**src/rtl/i2c_mtx_regs.vh**
```
// Purpose: Register map, field positions and reset values of the I2C master transmitter
// Assumes: Byte addresses on a 32-bit AXI4-Lite bus, one aligned word per register
// Notes: Definitions only, no logic
`ifndef I2C_MTX_REGS_VH
`define I2C_MTX_REGS_VH

////////////////////////////////////////////////////////////////////////////////
// Register byte offsets
`define OFS_TX_BUFFER 8'h00
`define OFS_CONTROL2 8'h04
`define OFS_STATUS 8'h08
`define OFS_IRQ_STATUS 8'h0C
`define OFS_IRQ_MASK 8'h10
`define OFS_BAUD_RELOAD 8'h14

////////////////////////////////////////////////////////////////////////////////
// Field positions
`define CTL_START_BIT 0
`define CTL_RESTART_BIT 1
`define CTL_STOP_BIT 2
`define CTL_ACK_STAT_BIT 6
`define STAT_BF_BIT 0
`define STAT_BUSY_BIT 2
`define IRQ_SERIAL_BIT 0
`define IRQ_WRITE_COLLISION_FLAG_BIT 1

////////////////////////////////////////////////////////////////////////////////
// Reset values and answers
`define BAUD_RELOAD_RST 8'h09
`define IRQ_MASK_RST 2'h0
`define RESP_OKAY 2'h0
`define RESP_SLVERR 2'h2
`define BYTE_LAST_BIT 4'h7
`define BYTE_ACK_BIT 4'h8

`endif

```
**src/rtl/i2c_master_transmit.v**
```verilog
// Purpose: I2C master transmit path with Start, Restart, Stop and byte shifting
// Assumes: Open-drain SDA and SCL, AXI4-Lite register access, 25 MHz sys_clk
// Notes: SCL and SDA inputs pass two flip-flops; SCL high phase waits for stretching
`timescale 1ns/1ps
`include "i2c_mtx_regs.vh"

module i2c_master_transmit
(
   input wire sys_clk,
   input wire nrst,
   input wire [7:0] s_axi_awaddr,
   input wire s_axi_awvalid,
   output reg s_axi_awready,
   input wire [31:0] s_axi_wdata,
   input wire [3:0] s_axi_wstrb,
   input wire s_axi_wvalid,
   output reg s_axi_wready,
   output reg [1:0] s_axi_bresp,
   output reg s_axi_bvalid,
   input wire s_axi_bready,
   input wire [7:0] s_axi_araddr,
   input wire s_axi_arvalid,
   output reg s_axi_arready,
   output reg [31:0] s_axi_rdata,
   output reg [1:0] s_axi_rresp,
   output reg s_axi_rvalid,
   input wire s_axi_rready,
   input wire scl_i,
   output reg scl_o,
   output reg scl_oe,
   input wire sda_i,
   output reg sda_o,
   output reg sda_oe,
   output reg irq
);

   ////////////////////////////////////////////////////////////////////////////////
   // States
   localparam IDLE = 4'h0; // Bus free, both lines released
   localparam ST_A = 4'h1; // Start: both released, wait one period
   localparam ST_B = 4'h2; // Start: SDA low, start hold time
   localparam ST_C = 4'h3; // Start: SCL low
   localparam RS_A = 4'h4; // Restart: release SDA with SCL low
   localparam SP_A = 4'h5; // Stop: SDA low with SCL low
   localparam SP_B = 4'h6; // Stop: SCL released
   localparam SP_C = 4'h7; // Stop: SDA released
   localparam BIT_LO = 4'h8; // Bit low phase
   localparam BIT_HI = 4'h9; // Bit high phase
   localparam HOLD = 4'hA; // Clock suspended, SCL held low

   reg [3:0] state; // Sequencer state
   reg [7:0] tx_buffer_reg; // Last accepted buffer value
   reg [7:0] byte_shift_register; // Outgoing bits, MSB first
   reg [3:0] bit_cnt; // Bit within byte, 8 is acknowledge
   reg sda_set; // Bit placed on SDA in this low phase
   reg ack_taken; // Acknowledge already sampled
   reg buffer_full_flag; // Buffer holds an unsent byte
   reg ack_status_bit; // High when slave did not acknowledge
   reg start_request_bit; // Start pending
   reg restart_request_bit; // Restart pending
   reg stop_request_bit; // Stop pending
   reg [1:0] irq_status; // Sticky serial_irq_flag and write_collision_flag
   reg [1:0] irq_mask; // Enables for irq_status
   reg [7:0] baud_reload; // Baud generator reload value
   reg scl_meta; // Synchroniser first stage
   reg scl_sync; // Synchronised SCL
   reg sda_meta; // Synchroniser first stage
   reg sda_sync; // Synchronised SDA
   reg aw_held; // Write address captured
   reg w_held; // Write data captured
   reg [7:0] aw_addr; // Captured write address
   reg [7:0] w_data; // Captured low data byte
   reg w_lane0; // Captured strobe of lane 0
   wire wr_go; // Perform the captured write this cycle
   wire wr_hit; // Write address is mapped
   wire tick; // Baud rollover
   wire baud_clr; // Hold baud generator at reload
   wire serial_irq_flag; // Event completion flag
   wire write_collision_flag; // Collision flag
   wire shifting; // A bus sequence is under way

   assign serial_irq_flag = irq_status[`IRQ_SERIAL_BIT];
   assign write_collision_flag = irq_status[`IRQ_WRITE_COLLISION_FLAG_BIT];
   assign shifting = (state != IDLE) && (state != HOLD);
   assign wr_go = aw_held & w_held & ~s_axi_bvalid;
   assign wr_hit = (aw_addr[7:2] <= `OFS_BAUD_RELOAD >> 2) && (aw_addr[1:0] == 2'h0);

   // Suspended outside sequences; while SCL is released but held low by a slave,
   // the count waits so the high phase is measured from the real rising edge
   assign baud_clr = ~shifting | (~scl_oe & ~scl_sync);

   ////////////////////////////////////////////////////////////////////////////////
   // Baud generator
   baud_gen u_baud
   (
      .sys_clk(sys_clk),
      .nrst(nrst),
      .clr(baud_clr),
      .reload(baud_reload),
      .tick(tick)
   );

   ////////////////////////////////////////////////////////////////////////////////
   // Two-flop synchronisers for the bus lines
   always @(posedge sys_clk or negedge nrst)
   begin
      if (!nrst)
      begin
         scl_meta <= 1'b1;
         scl_sync <= 1'b1;
         sda_meta <= 1'b1;
         sda_sync <= 1'b1;
      end
      else
      begin
         scl_meta <= scl_i;
         scl_sync <= scl_meta;
         sda_meta <= sda_i;
         sda_sync <= sda_meta;
      end
   end

   ////////////////////////////////////////////////////////////////////////////////
   // AXI4-Lite write channels: address and data taken in either order
   always @(posedge sys_clk or negedge nrst)
   begin
      if (!nrst)
      begin
         aw_held <= 1'b0;
         w_held <= 1'b0;
         aw_addr <= 8'h00;
         w_data <= 8'h00;
         w_lane0 <= 1'b0;
         s_axi_awready <= 1'b0;
         s_axi_wready <= 1'b0;
         s_axi_bvalid <= 1'b0;
         s_axi_bresp <= `RESP_OKAY;
      end
      else
      begin
         // Ready is offered one cycle ahead of capture, dropped once captured
         s_axi_awready <= ~aw_held & ~(s_axi_awvalid & s_axi_awready) & ~s_axi_bvalid;
         s_axi_wready <= ~w_held & ~(s_axi_wvalid & s_axi_wready) & ~s_axi_bvalid;
         if (s_axi_awvalid && s_axi_awready)
         begin
            aw_held <= 1'b1;
            aw_addr <= s_axi_awaddr;
         end
         if (s_axi_wvalid && s_axi_wready)
         begin
            w_held <= 1'b1;
            w_data <= s_axi_wdata[7:0];
            w_lane0 <= s_axi_wstrb[0];
         end
         if (wr_go)
         begin
            aw_held <= 1'b0;
            w_held <= 1'b0;
            s_axi_bvalid <= 1'b1;
            s_axi_bresp <= wr_hit ? `RESP_OKAY : `RESP_SLVERR;
         end
         else if (s_axi_bvalid && s_axi_bready)
            s_axi_bvalid <= 1'b0;
      end
   end

   ////////////////////////////////////////////////////////////////////////////////
   // AXI4-Lite read channel: data one cycle after the address is taken
   always @(posedge sys_clk or negedge nrst)
   begin
      if (!nrst)
      begin
         s_axi_arready <= 1'b0;
         s_axi_rvalid <= 1'b0;
         s_axi_rdata <= 32'h00000000;
         s_axi_rresp <= `RESP_OKAY;
      end
      else
      begin
         s_axi_arready <= ~s_axi_rvalid & ~(s_axi_arvalid & s_axi_arready);
         if (s_axi_arvalid && s_axi_arready)
         begin
            s_axi_rvalid <= 1'b1;
            s_axi_rresp <= `RESP_OKAY;
            case (s_axi_araddr)
               `OFS_TX_BUFFER: s_axi_rdata <= {24'h000000, tx_buffer_reg};
               `OFS_CONTROL2: s_axi_rdata <= {25'h0, ack_status_bit, 3'h0,
                  stop_request_bit, restart_request_bit, start_request_bit};
               `OFS_STATUS: s_axi_rdata <= {29'h0, shifting, 1'b0, buffer_full_flag};
               `OFS_IRQ_STATUS: s_axi_rdata <= {30'h0, irq_status};
               `OFS_IRQ_MASK: s_axi_rdata <= {30'h0, irq_mask};
               `OFS_BAUD_RELOAD: s_axi_rdata <= {24'h000000, baud_reload};
               default:
               begin
                  // Unmapped address answers with an error and zero data
                  s_axi_rdata <= 32'h00000000;
                  s_axi_rresp <= `RESP_SLVERR;
               end
            endcase
         end
         else if (s_axi_rvalid && s_axi_rready)
            s_axi_rvalid <= 1'b0;
      end
   end

   ////////////////////////////////////////////////////////////////////////////////
   // Registers and bus sequencer; later assignments win, so sequencer updates beat same-cycle software writes
   always @(posedge sys_clk or negedge nrst)
   begin
      if (!nrst)
      begin
         state <= IDLE;
         tx_buffer_reg <= 8'h00;
         byte_shift_register <= 8'h00;
         bit_cnt <= 4'h0;
         sda_set <= 1'b0;
         ack_taken <= 1'b0;
         buffer_full_flag <= 1'b0;
         ack_status_bit <= 1'b0;
         start_request_bit <= 1'b0;
         restart_request_bit <= 1'b0;
         stop_request_bit <= 1'b0;
         irq_status <= 2'h0;
         irq_mask <= `IRQ_MASK_RST;
         baud_reload <= `BAUD_RELOAD_RST;
         scl_oe <= 1'b0;
         sda_oe <= 1'b0;
         scl_o <= 1'b0;
         sda_o <= 1'b0;
         irq <= 1'b0;
      end
      else
      begin
         scl_o <= 1'b0;
         sda_o <= 1'b0;
         irq <= |(irq_status & irq_mask);
         // Software register writes
         if (wr_go && w_lane0)
         begin
            case (aw_addr)
               `OFS_TX_BUFFER:
               begin
                  if (shifting)
                     irq_status[`IRQ_WRITE_COLLISION_FLAG_BIT] <= 1'b1;
                  else
                  begin
                     tx_buffer_reg <= w_data;
                     byte_shift_register <= w_data;
                     buffer_full_flag <= 1'b1;
                     bit_cnt <= 4'h0;
                     sda_set <= 1'b0;
                     ack_taken <= 1'b0;
                     scl_oe <= 1'b1;
                     state <= BIT_LO;
                  end
               end
               `OFS_CONTROL2:
               begin
                  start_request_bit <= start_request_bit | w_data[`CTL_START_BIT];
                  restart_request_bit <= restart_request_bit | w_data[`CTL_RESTART_BIT];
                  stop_request_bit <= stop_request_bit | w_data[`CTL_STOP_BIT];
               end
               `OFS_IRQ_STATUS:
                  irq_status <= irq_status & ~w_data[1:0];
               `OFS_IRQ_MASK:
                  irq_mask <= w_data[1:0];
               `OFS_BAUD_RELOAD:
                  baud_reload <= w_data;
               default:
                  irq_mask <= irq_mask;
            endcase
         end
         // Sequencer
         case (state)
            IDLE:
               if (start_request_bit)
                  state <= ST_A;
            HOLD:
               if (restart_request_bit)
                  state <= RS_A;
               else if (stop_request_bit)
               begin
                  sda_oe <= 1'b1;
                  state <= SP_A;
               end
            RS_A:
            begin
               sda_oe <= 1'b0;
               if (tick)
               begin
                  scl_oe <= 1'b0;
                  state <= ST_A;
               end
            end
            ST_A:
               if (tick)
               begin
                  sda_oe <= 1'b1;
                  state <= ST_B;
               end
            ST_B:
               if (tick)
               begin
                  scl_oe <= 1'b1;
                  state <= ST_C;
               end
            ST_C:
               if (tick)
               begin
                  start_request_bit <= 1'b0;
                  restart_request_bit <= 1'b0;
                  irq_status[`IRQ_SERIAL_BIT] <= 1'b1;
                  state <= HOLD;
               end
            SP_A:
               if (tick)
               begin
                  scl_oe <= 1'b0;
                  state <= SP_B;
               end
            SP_B:
               if (tick)
               begin
                  sda_oe <= 1'b0;
                  state <= SP_C;
               end
            SP_C:
               if (tick)
               begin
                  stop_request_bit <= 1'b0;
                  irq_status[`IRQ_SERIAL_BIT] <= 1'b1;
                  state <= IDLE;
               end
            BIT_LO:
            begin
               scl_oe <= 1'b1;
               // Change SDA only once the pin is seen low, giving hold time
               if (!scl_sync && !sda_set)
               begin
                  sda_oe <= (bit_cnt == `BYTE_ACK_BIT) ? 1'b0 : ~byte_shift_register[7];
                  sda_set <= 1'b1;
               end
               if (tick && sda_set)
               begin
                  scl_oe <= 1'b0;
                  state <= BIT_HI;
               end
            end
            BIT_HI:
            begin
               if (scl_sync && !ack_taken && bit_cnt == `BYTE_ACK_BIT)
               begin
                  ack_status_bit <= sda_sync;
                  ack_taken <= 1'b1;
               end
               if (tick)
               begin
                  scl_oe <= 1'b1;
                  sda_set <= 1'b0;
                  if (bit_cnt == `BYTE_LAST_BIT)
                     buffer_full_flag <= 1'b0;
                  if (bit_cnt == `BYTE_ACK_BIT)
                  begin
                     irq_status[`IRQ_SERIAL_BIT] <= 1'b1;
                     state <= HOLD;
                  end
                  else
                  begin
                     bit_cnt <= bit_cnt + 4'h1;
                     byte_shift_register <= {byte_shift_register[6:0], 1'b0};
                     state <= BIT_LO;
                  end
               end
            end
            default:
               state <= IDLE;
         endcase
      end
   end

endmodule // i2c_master_transmit

```
**src/rtl/baud_gen.v**
```verilog
// Purpose: Baud generator giving one tick per rollover of a programmable reload count
// Assumes: Single clock domain, reload stable while running
// Notes: Tick period is reload plus one clock cycles
`timescale 1ns/1ps

module baud_gen
(
   input wire sys_clk,
   input wire nrst,
   input wire clr,
   input wire [7:0] reload,
   output wire tick
);

   reg [7:0] count; // Down counter toward rollover

   ////////////////////////////////////////////////////////////////////////////////
   // Tick is combinational so the state machine moves in the rollover cycle itself
   assign tick = ~clr & (count == 8'h00);

   // Count down, reload on rollover or while held cleared
   always @(posedge sys_clk or negedge nrst)
   begin
      if (!nrst)
         count <= 8'h00;
      else if (clr || count == 8'h00)
         count <= reload;
      else
         count <= count - 8'h01;
   end

endmodule // baud_gen

```
**config.mk**
```make
export PLATFORM = sky130hd
export DESIGN_NAME = i2c_master_transmit
export DESIGN_NICKNAME = d
export VERILOG_FILES = /design/src/rtl/i2c_master_transmit.v /design/src/rtl/baud_gen.v
export VERILOG_INCLUDE_DIRS = /design/src /design/src/rtl
export SDC_FILE = /design/constraint.sdc
export NUM_CORES = 1
export LEC_CHECK = 0
export BUFFER_PORTS_ARGS = -buffer_cell sky130_fd_sc_hd__buf_2
export CAP_MARGIN = 20
export CORE_UTILIZATION = 45
export CTS_CLUSTER_SIZE = 8
export DETAILED_ROUTE_END_ITERATION = 10
export PLACE_DENSITY = 0.69
export SLEW_MARGIN = 30
export SYNTH_ARGS = -nofsm -noshare
export SYNTH_HDL_FRONTEND = slang
export SYNTH_SLANG_ARGS = --single-unit
```
**constraint.sdc**
```tcl
create_clock -name sys_clk -period 5.38 [get_ports sys_clk]
set_clock_uncertainty 0.2 [all_clocks]
set_input_delay 0 -clock sys_clk [delete_from_list [all_inputs] [get_ports sys_clk]]
set_output_delay 0 -clock sys_clk [all_outputs]
set_load 0.05 [all_outputs]
```
==> results of run 1 <==
==> cell families (layout without fill, tap and decap cells) <==
family	after synthesis	after routing	share of synthesized area (%)
AND/OR/NAND/NOR	151	151	17.4
flip-flops	92	92	50.5
XOR/XNOR	7	7	1.34
other	1	28	0.0820
buffers and inverters	59	117	7.31
AO/OA/AOI/OAI	95	95	13.7
adder cells (fa/ha/maj)	4	4	1.10
multiplexers	33	33	8.51
==> worst max-delay path: cells and delay by family, from the launching register on <==
family	cells	cell delay, ps
compound gates	2	510
xor+xnor	1	370
flops	1	790
simple gates	1	620
mux	1	150
==> metal layers <==
metal	GRT usage (%)	vias up	share of wire [%]
met5	0	-	0
li1	-	1666	-
met2	31.6	123	49
met4	7.69	0	1.8
met3	3.59	15	5.0
met1	28.3	1732	45
==> repair_timing <==
action                     CTS  global route
hold buffers                36             0
hold endpoints to repair   122             0
setup endpoints to repair    0             0
==> synth_stat cells (2+ instances only) <==
library cell  count
buf_4            29
and2_1            2
a211oi_1          8
inv_1            13
dfstp_2           6
and3_1            2
nand4b_1          2
o31ai_1           5
a31oi_1          10
nand2_1          52
nor4_1            3
mux2_2           27
o21ai_0          18
a22o_1            9
nor2b_1           4
nand3_1           6
nor2_1           41
dfrtp_1          86
and3b_1           2
nand4_1           3
mux2i_1           4
xnor2_1           6
a21o_1            4
nand3b_1          3
buf_2             3
nand4_4           2
or3_1             2
clkbuf_1         13
a22oi_1           2
a21oi_1          26
mux4_2            2
nor3b_1           4
nand2b_1          4
nor3_1            8
ha_1              4
o21ai_1           2
==> power by group through the flow <==
stage / logic (uW) / clock network, uW / registers, uW
after floorplan: 552 / 0 / 1040
after global placement: 714 / 0 / 1020
after detailed placement: 732 / 0 / 1030
after CTS: 757 / 563 / 1020
after global routing: 839 / 592 / 1040
final: 755 / 555 / 1020
==> path summary, 6_finish.rpt <==
check	from	endpoint	slack [ps]	depth (start not counted)
min	s_axi_araddr[2]	s_axi_rdata[2]$_DFFE_PN0P_	70	4
max in group asynchronous	nrst	bit_cnt[2]$_DFF_PN0_	3250	4
max reg2reg	state[3]$_DFF_PN0_	sda_oe$_DFFE_PN0P_	2640	5
max	state[3]$_DFF_PN0_	sda_oe$_DFFE_PN0P_	2640	5
min reg2reg	sda_meta$_DFF_PN1_	sda_sync$_DFF_PN1_	160	0
min in group asynchronous	nrst	scl_sync$_DFF_PN1_	480	3
==> through the flow <==
step | utilization (%) | instance area [um2] | setup slack [ps] | power (uW)
5_1_grt | 55.3 | 5430 | 2440 | 2470
3_3_place_gp | 49.1 | 4820 | 2680 | 1730
4_1_cts | 55.2 | 5420 | 2680 | 2340
2_1_floorplan | - | 4670 | 3000 | 1590
6_report | 55.3 | 5430 | 2640 | 2330
3_5_place_dp | 49.1 | 4820 | 2700 | 1760
==> cell type report <==
cell class / count / area share (%)
sequential: 92 / 42.6
inverter: 13 / 0.899
multi-input combinational: 318 / 37.4
clock inverter: 6 / 2.10
tap: 133 / 3.07
clock buffer: 10 / 2.35
timing repair buffer: 88 / 11.6
==> qor.yml, run 1 <==
max_freq_ghz: 0.366
worst_pin_slew_ps: 824
cp_slowest_cell: "dfrtp_1"
end_kind: "flip-flop"
yosys.area.top_type: "dfrtp_1"
cts_tree: "built"
status: "completed"
grtUsageTotal_pct: 20.2
relSlewSlack_pct: 44.9
die_area_mm2: 0.0106
grt_pass1_vias: 3289
tns_ps: 0
post_drt_via_cell_ratio: 5.36
hold_slack_ps: 69.1
cts-root-buf: "clkbuf_8"
numCtsBuffers: 9
yosysWarnings: 0
fin_crit_ps: 2740
start_kind: "flip-flop"
drt_iter0_drc: 323
drive_gt1_share_pct: 21.8
cts_sinks: 92
multi_input_area_mm2: 0.00203
setup_viol: 0
finalMaxSlewViolations: 0
avgSynthCellArea_um2: 10.3
p_seq_share_pct: 43.8
netlist_area_mm2: 0.00457
worst-endpoint-arrival_ps: 2790
drv_cap: 0
num_rows: 36
io_buffers: 51
final_common_cell: "dfrtp_1"
synth_cell_types: 61
antenna_found_initial: 0
synthArstFlopShare_pct: 100
grt_setup_unrepaired: "false"
p_comb_share_pct: 32.4
clockPowerShare_pct: 23.8
switching_share_pct: 38.0
clk_path_buf_depth: 2
grt_max_degree: 73
powerDensity_mw_per_mm2: 430
p_int_uw: 1450
synth-seq-cells: 92
vias: 3536
syn_to_final_growth_pct: 18.7
synthCells: 442
fillers: 836
insertion_delay_ps: 370
fin_nets: 587
wl_per_cell_um: 15.0
start_util_pct: 46.5
routabilityCongestion: 0.824
cp_max_fo: 21
dr.pass1.iters: 5
drc_errors: 0
synth_top_cell_area_share_pct: 47.1
seq_area_mm2: 0.00231
worstSetupPathType: "flip-flop to flip-flop"
cts.htree.levels: 3
cp.required_ps: 5430
crit_path_max_incr_delay_ps: 790
diodes: 0
io_pins: 107
finalWirelength_um: 9880
ir_drop_mv: 0.278
grt_pass1_wl_um: 16300
ant_nets: 0
switching_power_uw: 886
fin_crit_sh_pct: 50.8
gr-total-overflow: 0
hold_path_class: "input pin to flip-flop"
dp_hpwl_um: 6520
dieWidth_um: 103
core_area_mm2: 0.00982
fin_cells: 660
synth-seq-area-share_pct: 50.5
hold_viol_final: 0
place_inst: 608
post_cts_buffers: 0
cts_resized: 0
die_h_um: 103
clk_pin_slew_ps: 90
path_cells: "xnor2_1 -> a21o_1 -> nor4_2 -> o32ai_1 -> mux2i_1"
synthFlopType: "dfrtp_1"
synth_area_leaders: "dfrtp_1 (47%), mux2_2 (6.7%), buf_4 (4.8%)"
synth-edff-count: 0
final_cell_mix: "dfrtp_1 (86), nand2_1 (52), buf_2 (50), nor2_1 (40), dlygate4sd3_1 (36)"
p_leak_uw: 0.00257
No activity file was read; power rests on OpenSTA's default activity.
==> run 2: changes to the inputs <==
--- a/config.mk
+++ b/config.mk
@@ -6,12 +6,13 @@
 export SDC_FILE = /design/constraint.sdc
 export NUM_CORES = 1
 export LEC_CHECK = 0
+export ABC_AREA = 1
 export BUFFER_PORTS_ARGS = -buffer_cell sky130_fd_sc_hd__buf_2
 export CAP_MARGIN = 20
 export CORE_UTILIZATION = 45
 export CTS_CLUSTER_SIZE = 8
 export DETAILED_ROUTE_END_ITERATION = 10
-export PLACE_DENSITY = 0.69
+export PLACE_DENSITY = 0.68
 export SLEW_MARGIN = 30
 export SYNTH_ARGS = -nofsm -noshare
 export SYNTH_HDL_FRONTEND = slang
==> constraint.sdc (replaced) <==
create_clock -name sys_clk -period 2.8 [get_ports sys_clk]
set_clock_uncertainty 0.2 [all_clocks]
set_input_delay 0 -clock sys_clk [delete_from_list [all_inputs] [get_ports sys_clk]]
set_output_delay 0 -clock sys_clk [all_outputs]
set_load 0.05 [all_outputs]
==> qor.yml, run 2 <==
cp_slowest_cell: "dlygate4sd3_1"  # was dfrtp_1
cts_sinks: 92  # unchanged
p_leak_uw: 0.00286  # was 0.00257 uW
yosysWarnings: 0  # unchanged
clk_pin_slew_ps: 100  # was 90 ps
yosys-top-cells-count: "nand2_1 (152), dfrtp_1 (86), inv_1 (56)"  # was dfrtp_1 (86), nand2_1 (52), nor2_1 (41)
wl_per_cell_um: 12.9  # was 15.0 um
grt_setup_unrepaired: "false"  # unchanged
hold_viol_final: 0  # unchanged
cp-startpoint: "s_axi_araddr[1]"  # was state[3]$_DFF_PN0_
synthArstFlopShare_pct: 100  # unchanged
synth_area_leaders: "dfrtp_1 (46%), nand2_1 (12%), nand3_1 (5.6%)"  # was dfrtp_1 (47%), mux2_2 (6.7%), buf_4 (4.8%)
cp.depth: 9  # was 5
post_cts_buffers: 0  # unchanged
synth_top_family_by_area: "simple AND/OR/NAND/NOR gates"  # unchanged
powerDensity_mw_per_mm2: 796  # was 430 mW/mm2
io_pins: 107  # unchanged
final_cell_mix: "nand2_1 (151), dfrtp_1 (86), inv_1 (56), nand3_1 (53), buf_2 (50)"  # was dfrtp_1 (86), nand2_1 (52), buf_2 (50), nor2_1 (40), dlygate4sd3_1 (36)
synth_mux_area_share_pct: 0.318  # was 8.51%
synth_cell_types: 40  # was 61
stdcell_area_mm2: 0.00557  # was 0.00543 mm2
clockPowerShare_pct: 20.5  # was 23.8%
drc_errors: 0  # unchanged
path_cells: "dlygate4sd3_1 -> buf_2 -> inv_1 -> nand2_1 -> dlygate4sd3_1 -> o21ai_0 -> dlygate4sd3_1 -> nand2_1 -> dlygate4sd3_1"  # was xnor2_1 -> a21o_1 -> nor4_2 -> o32ai_1 -> mux2i_1
synth_xor_area_share_pct: 1.30  # was 1.34%
worst-endpoint-arrival_ps: 2700  # was 2790 ps
dp_hpwl_um: 7280  # was 6520 um
start_kind: "input pin"  # was flip-flop
crit_path_end: "s_axi_rresp[1]$_DFFE_PN0P_"  # was sda_oe$_DFFE_PN0P_
gr-total-overflow: 0  # unchanged
cp_max_fo: 5  # was 21
finalMaxSlewViolations: 0  # unchanged
fin_crit_sh_pct: 94.7
setup_viol: 0  # unchanged
placed_area_mm2: 0.00498  # was 0.00482 mm2
fin_util_pct: 54.4  # was 55.3%
fin_crit_ps: 2650
synth-seq-cells: 92  # unchanged
status: "completed"  # unchanged
dieWidth_um: 104  # was 103 um
path_delay_family: "buffers and inverters"  # was flip-flops
die_h_um: 104  # was 103 um
synth_top_cell_area_share_pct: 45.6  # was 47.1%
relSlewSlack_pct: 49.8  # was 44.9%
p_seq_share_pct: 43.0  # was 43.8%
cts-root-buf: "clkbuf_8"  # unchanged
tns_ps: 0  # unchanged
r2r_start: "s_axi_arready$_DFF_PN0_"  # was state[3]$_DFF_PN0_
worst_pin_slew_ps: 753  # was 824 ps
yosys.area.top_type: "dfrtp_1"  # unchanged
antenna_found_initial: 0  # unchanged
drt_iter0_drc: 171  # was 323
drv_cap: 0  # unchanged
max_freq_ghz: 0.377
switching_power_uw: 1810  # was 886 uW
worstSetupPathType: "input pin to flip-flop"  # was flip-flop to flip-flop
synthCells: 574  # was 442
core_area_mm2: 0.0102  # was 0.00982 mm2
switching_share_pct: 40.8  # was 38.0%
ant_nets: 0  # unchanged
cts.htree.levels: 3  # unchanged
hold_path_class: "input pin to asynchronous set/reset pin"  # was input pin to flip-flop
routabilityCongestion: 0.932  # was 0.824
ir_drop_mv: 0.600  # was 0.278 mV
crit_path_max_incr_delay_ps: 590  # was 790 ps
cp.required_ps: 2850  # was 5430 ps
clk_path_buf_depth: 2  # unchanged
fillers: 966  # was 836
io_buffers: 51  # unchanged
dr.pass1.iters: 4  # was 5
syn_to_final_growth_pct: 18.0  # was 18.7%
grtUsageTotal_pct: 20.0  # was 20.2%
synth-edff-count: 0  # unchanged
crit_buf_inv: 6  # was 0
p_comb_share_pct: 36.5  # was 32.4%
die_area_mm2: 0.0109  # was 0.0106 mm2
reg2regPathDepth: 6  # was 5
cts_tree: "built"  # unchanged
netlist_area_mm2: 0.00472  # was 0.00457 mm2
diodes: 0  # unchanged
p_int_uw: 2630  # was 1450 uW
post_drt_via_cell_ratio: 4.95  # was 5.36
synth-simple-area-share_pct: 27.7  # was 17.4%
final_common_cell: "nand2_1"  # was dfrtp_1
grt_pass1_vias: 3647  # was 3,289
synth_compound_area_share_pct: 9.22  # was 13.7%
numCtsBuffers: 9  # unchanged
grt_max_degree: 58  # was 73
regToRegSetupSlack_ps: 330  # was 2640 ps
vias: 3986  # was 3,536
synth-seq-area-share_pct: 48.9  # was 50.5%
drive_gt1_share_pct: 16.4  # was 21.8%
yosysMostFrequentCell: "nand2_1"  # was dfrtp_1
finalWirelength_um: 10400  # was 9880 um
fin_nets: 729  # was 587
p_total_uw: 4440  # was 2330 uW
avgSynthCellArea_um2: 8.23  # was 10.3 um2
num_rows: 37  # was 36
synthFlopType: "dfrtp_1"  # unchanged
crit_top_cell: "dlygate4sd3_1"
synth_fa_ha_area_share_pct: 1.06  # was 1.09%
end_kind: "flip-flop"  # unchanged
start_util_pct: 46.2  # was 46.5%
grt_pass1_wl_um: 17400  # was 16,300 um
r2r-end: "s_axi_rresp[1]$_DFFE_PN0P_"  # was sda_oe$_DFFE_PN0P_
hold_slack_ps: 38.3  # was 69.1 ps
insertion_delay_ps: 360  # was 370 ps
run 2: layout make-up:
class / count / area [um2] / share of cell area, %
flip-flops and latches: 92 / 2310 / 41.5
multi-input cells: 405 / 1980 / 35.5
repair buffers: 91 / 666 / 11.9
inverters: 65 / 248 / 4.45
well taps: 136 / 170 / 3.05
clock buffers: 10 / 128 / 2.29
clock inverters: 6 / 72.6 / 1.30
run 2: kinds of logic after synthesis:
family / after synthesis
mux: 1
flops: 92
other cells: 1
fa+ha+maj: 4
compound gates: 79
xor+xnor: 7
buf+inv: 104
simple gates: 286
run 2: repair_timing:
action,in CTS,in global routing
hold buffers,38,0
resized for setup,0,2
endpoints found under the setup margin,0,1
hold endpoints to repair,86,0
run 2: worst min-delay path by stage:
stage	to	slack [ps]	cells past startpoint
2_1_floorplan	ack_status_bit$_DFFE_PN0P_	-500	0
3_3_place_gp	s_axi_arready$_DFF_PN0_	-90	1
3_5_place_dp	sda_meta$_DFF_PN1_	-90	1
4_1_cts	s_axi_rdata[7]$_DFFE_PN0P_	40	8
5_1_grt	scl_meta$_DFF_PN1_	70	2
6_report	s_axi_arready$_DFF_PN0_	40	2
run 2: routing by layer:
layer	GRT usage (%)	share of wire, %
met1	28.2	48
met2	30.8	45
met3	4.51	5.7
met4	5.71	1.5
met5	0	0
run 2: per-stage QoR:
| step | cells | setup slack (ps) |
|---|---|---|
| finish | 805 | 147 |
| global placement | 751 | 756 |
| CTS | 805 | 105 |
| floorplan | 601 | 980 |
| global route | 805 | 77.0 |
| detailed placement | 751 | 736 |
run 2: power groups by stage:
stage	logic (uW)	clock network (uW)	registers (uW)
after floorplan	1020	0	2050
after global placement	1440	0	1920
after detailed placement	1480	0	1930
after CTS	1610	922	1900
after global routing	1790	994	1940
final	1620	910	1910
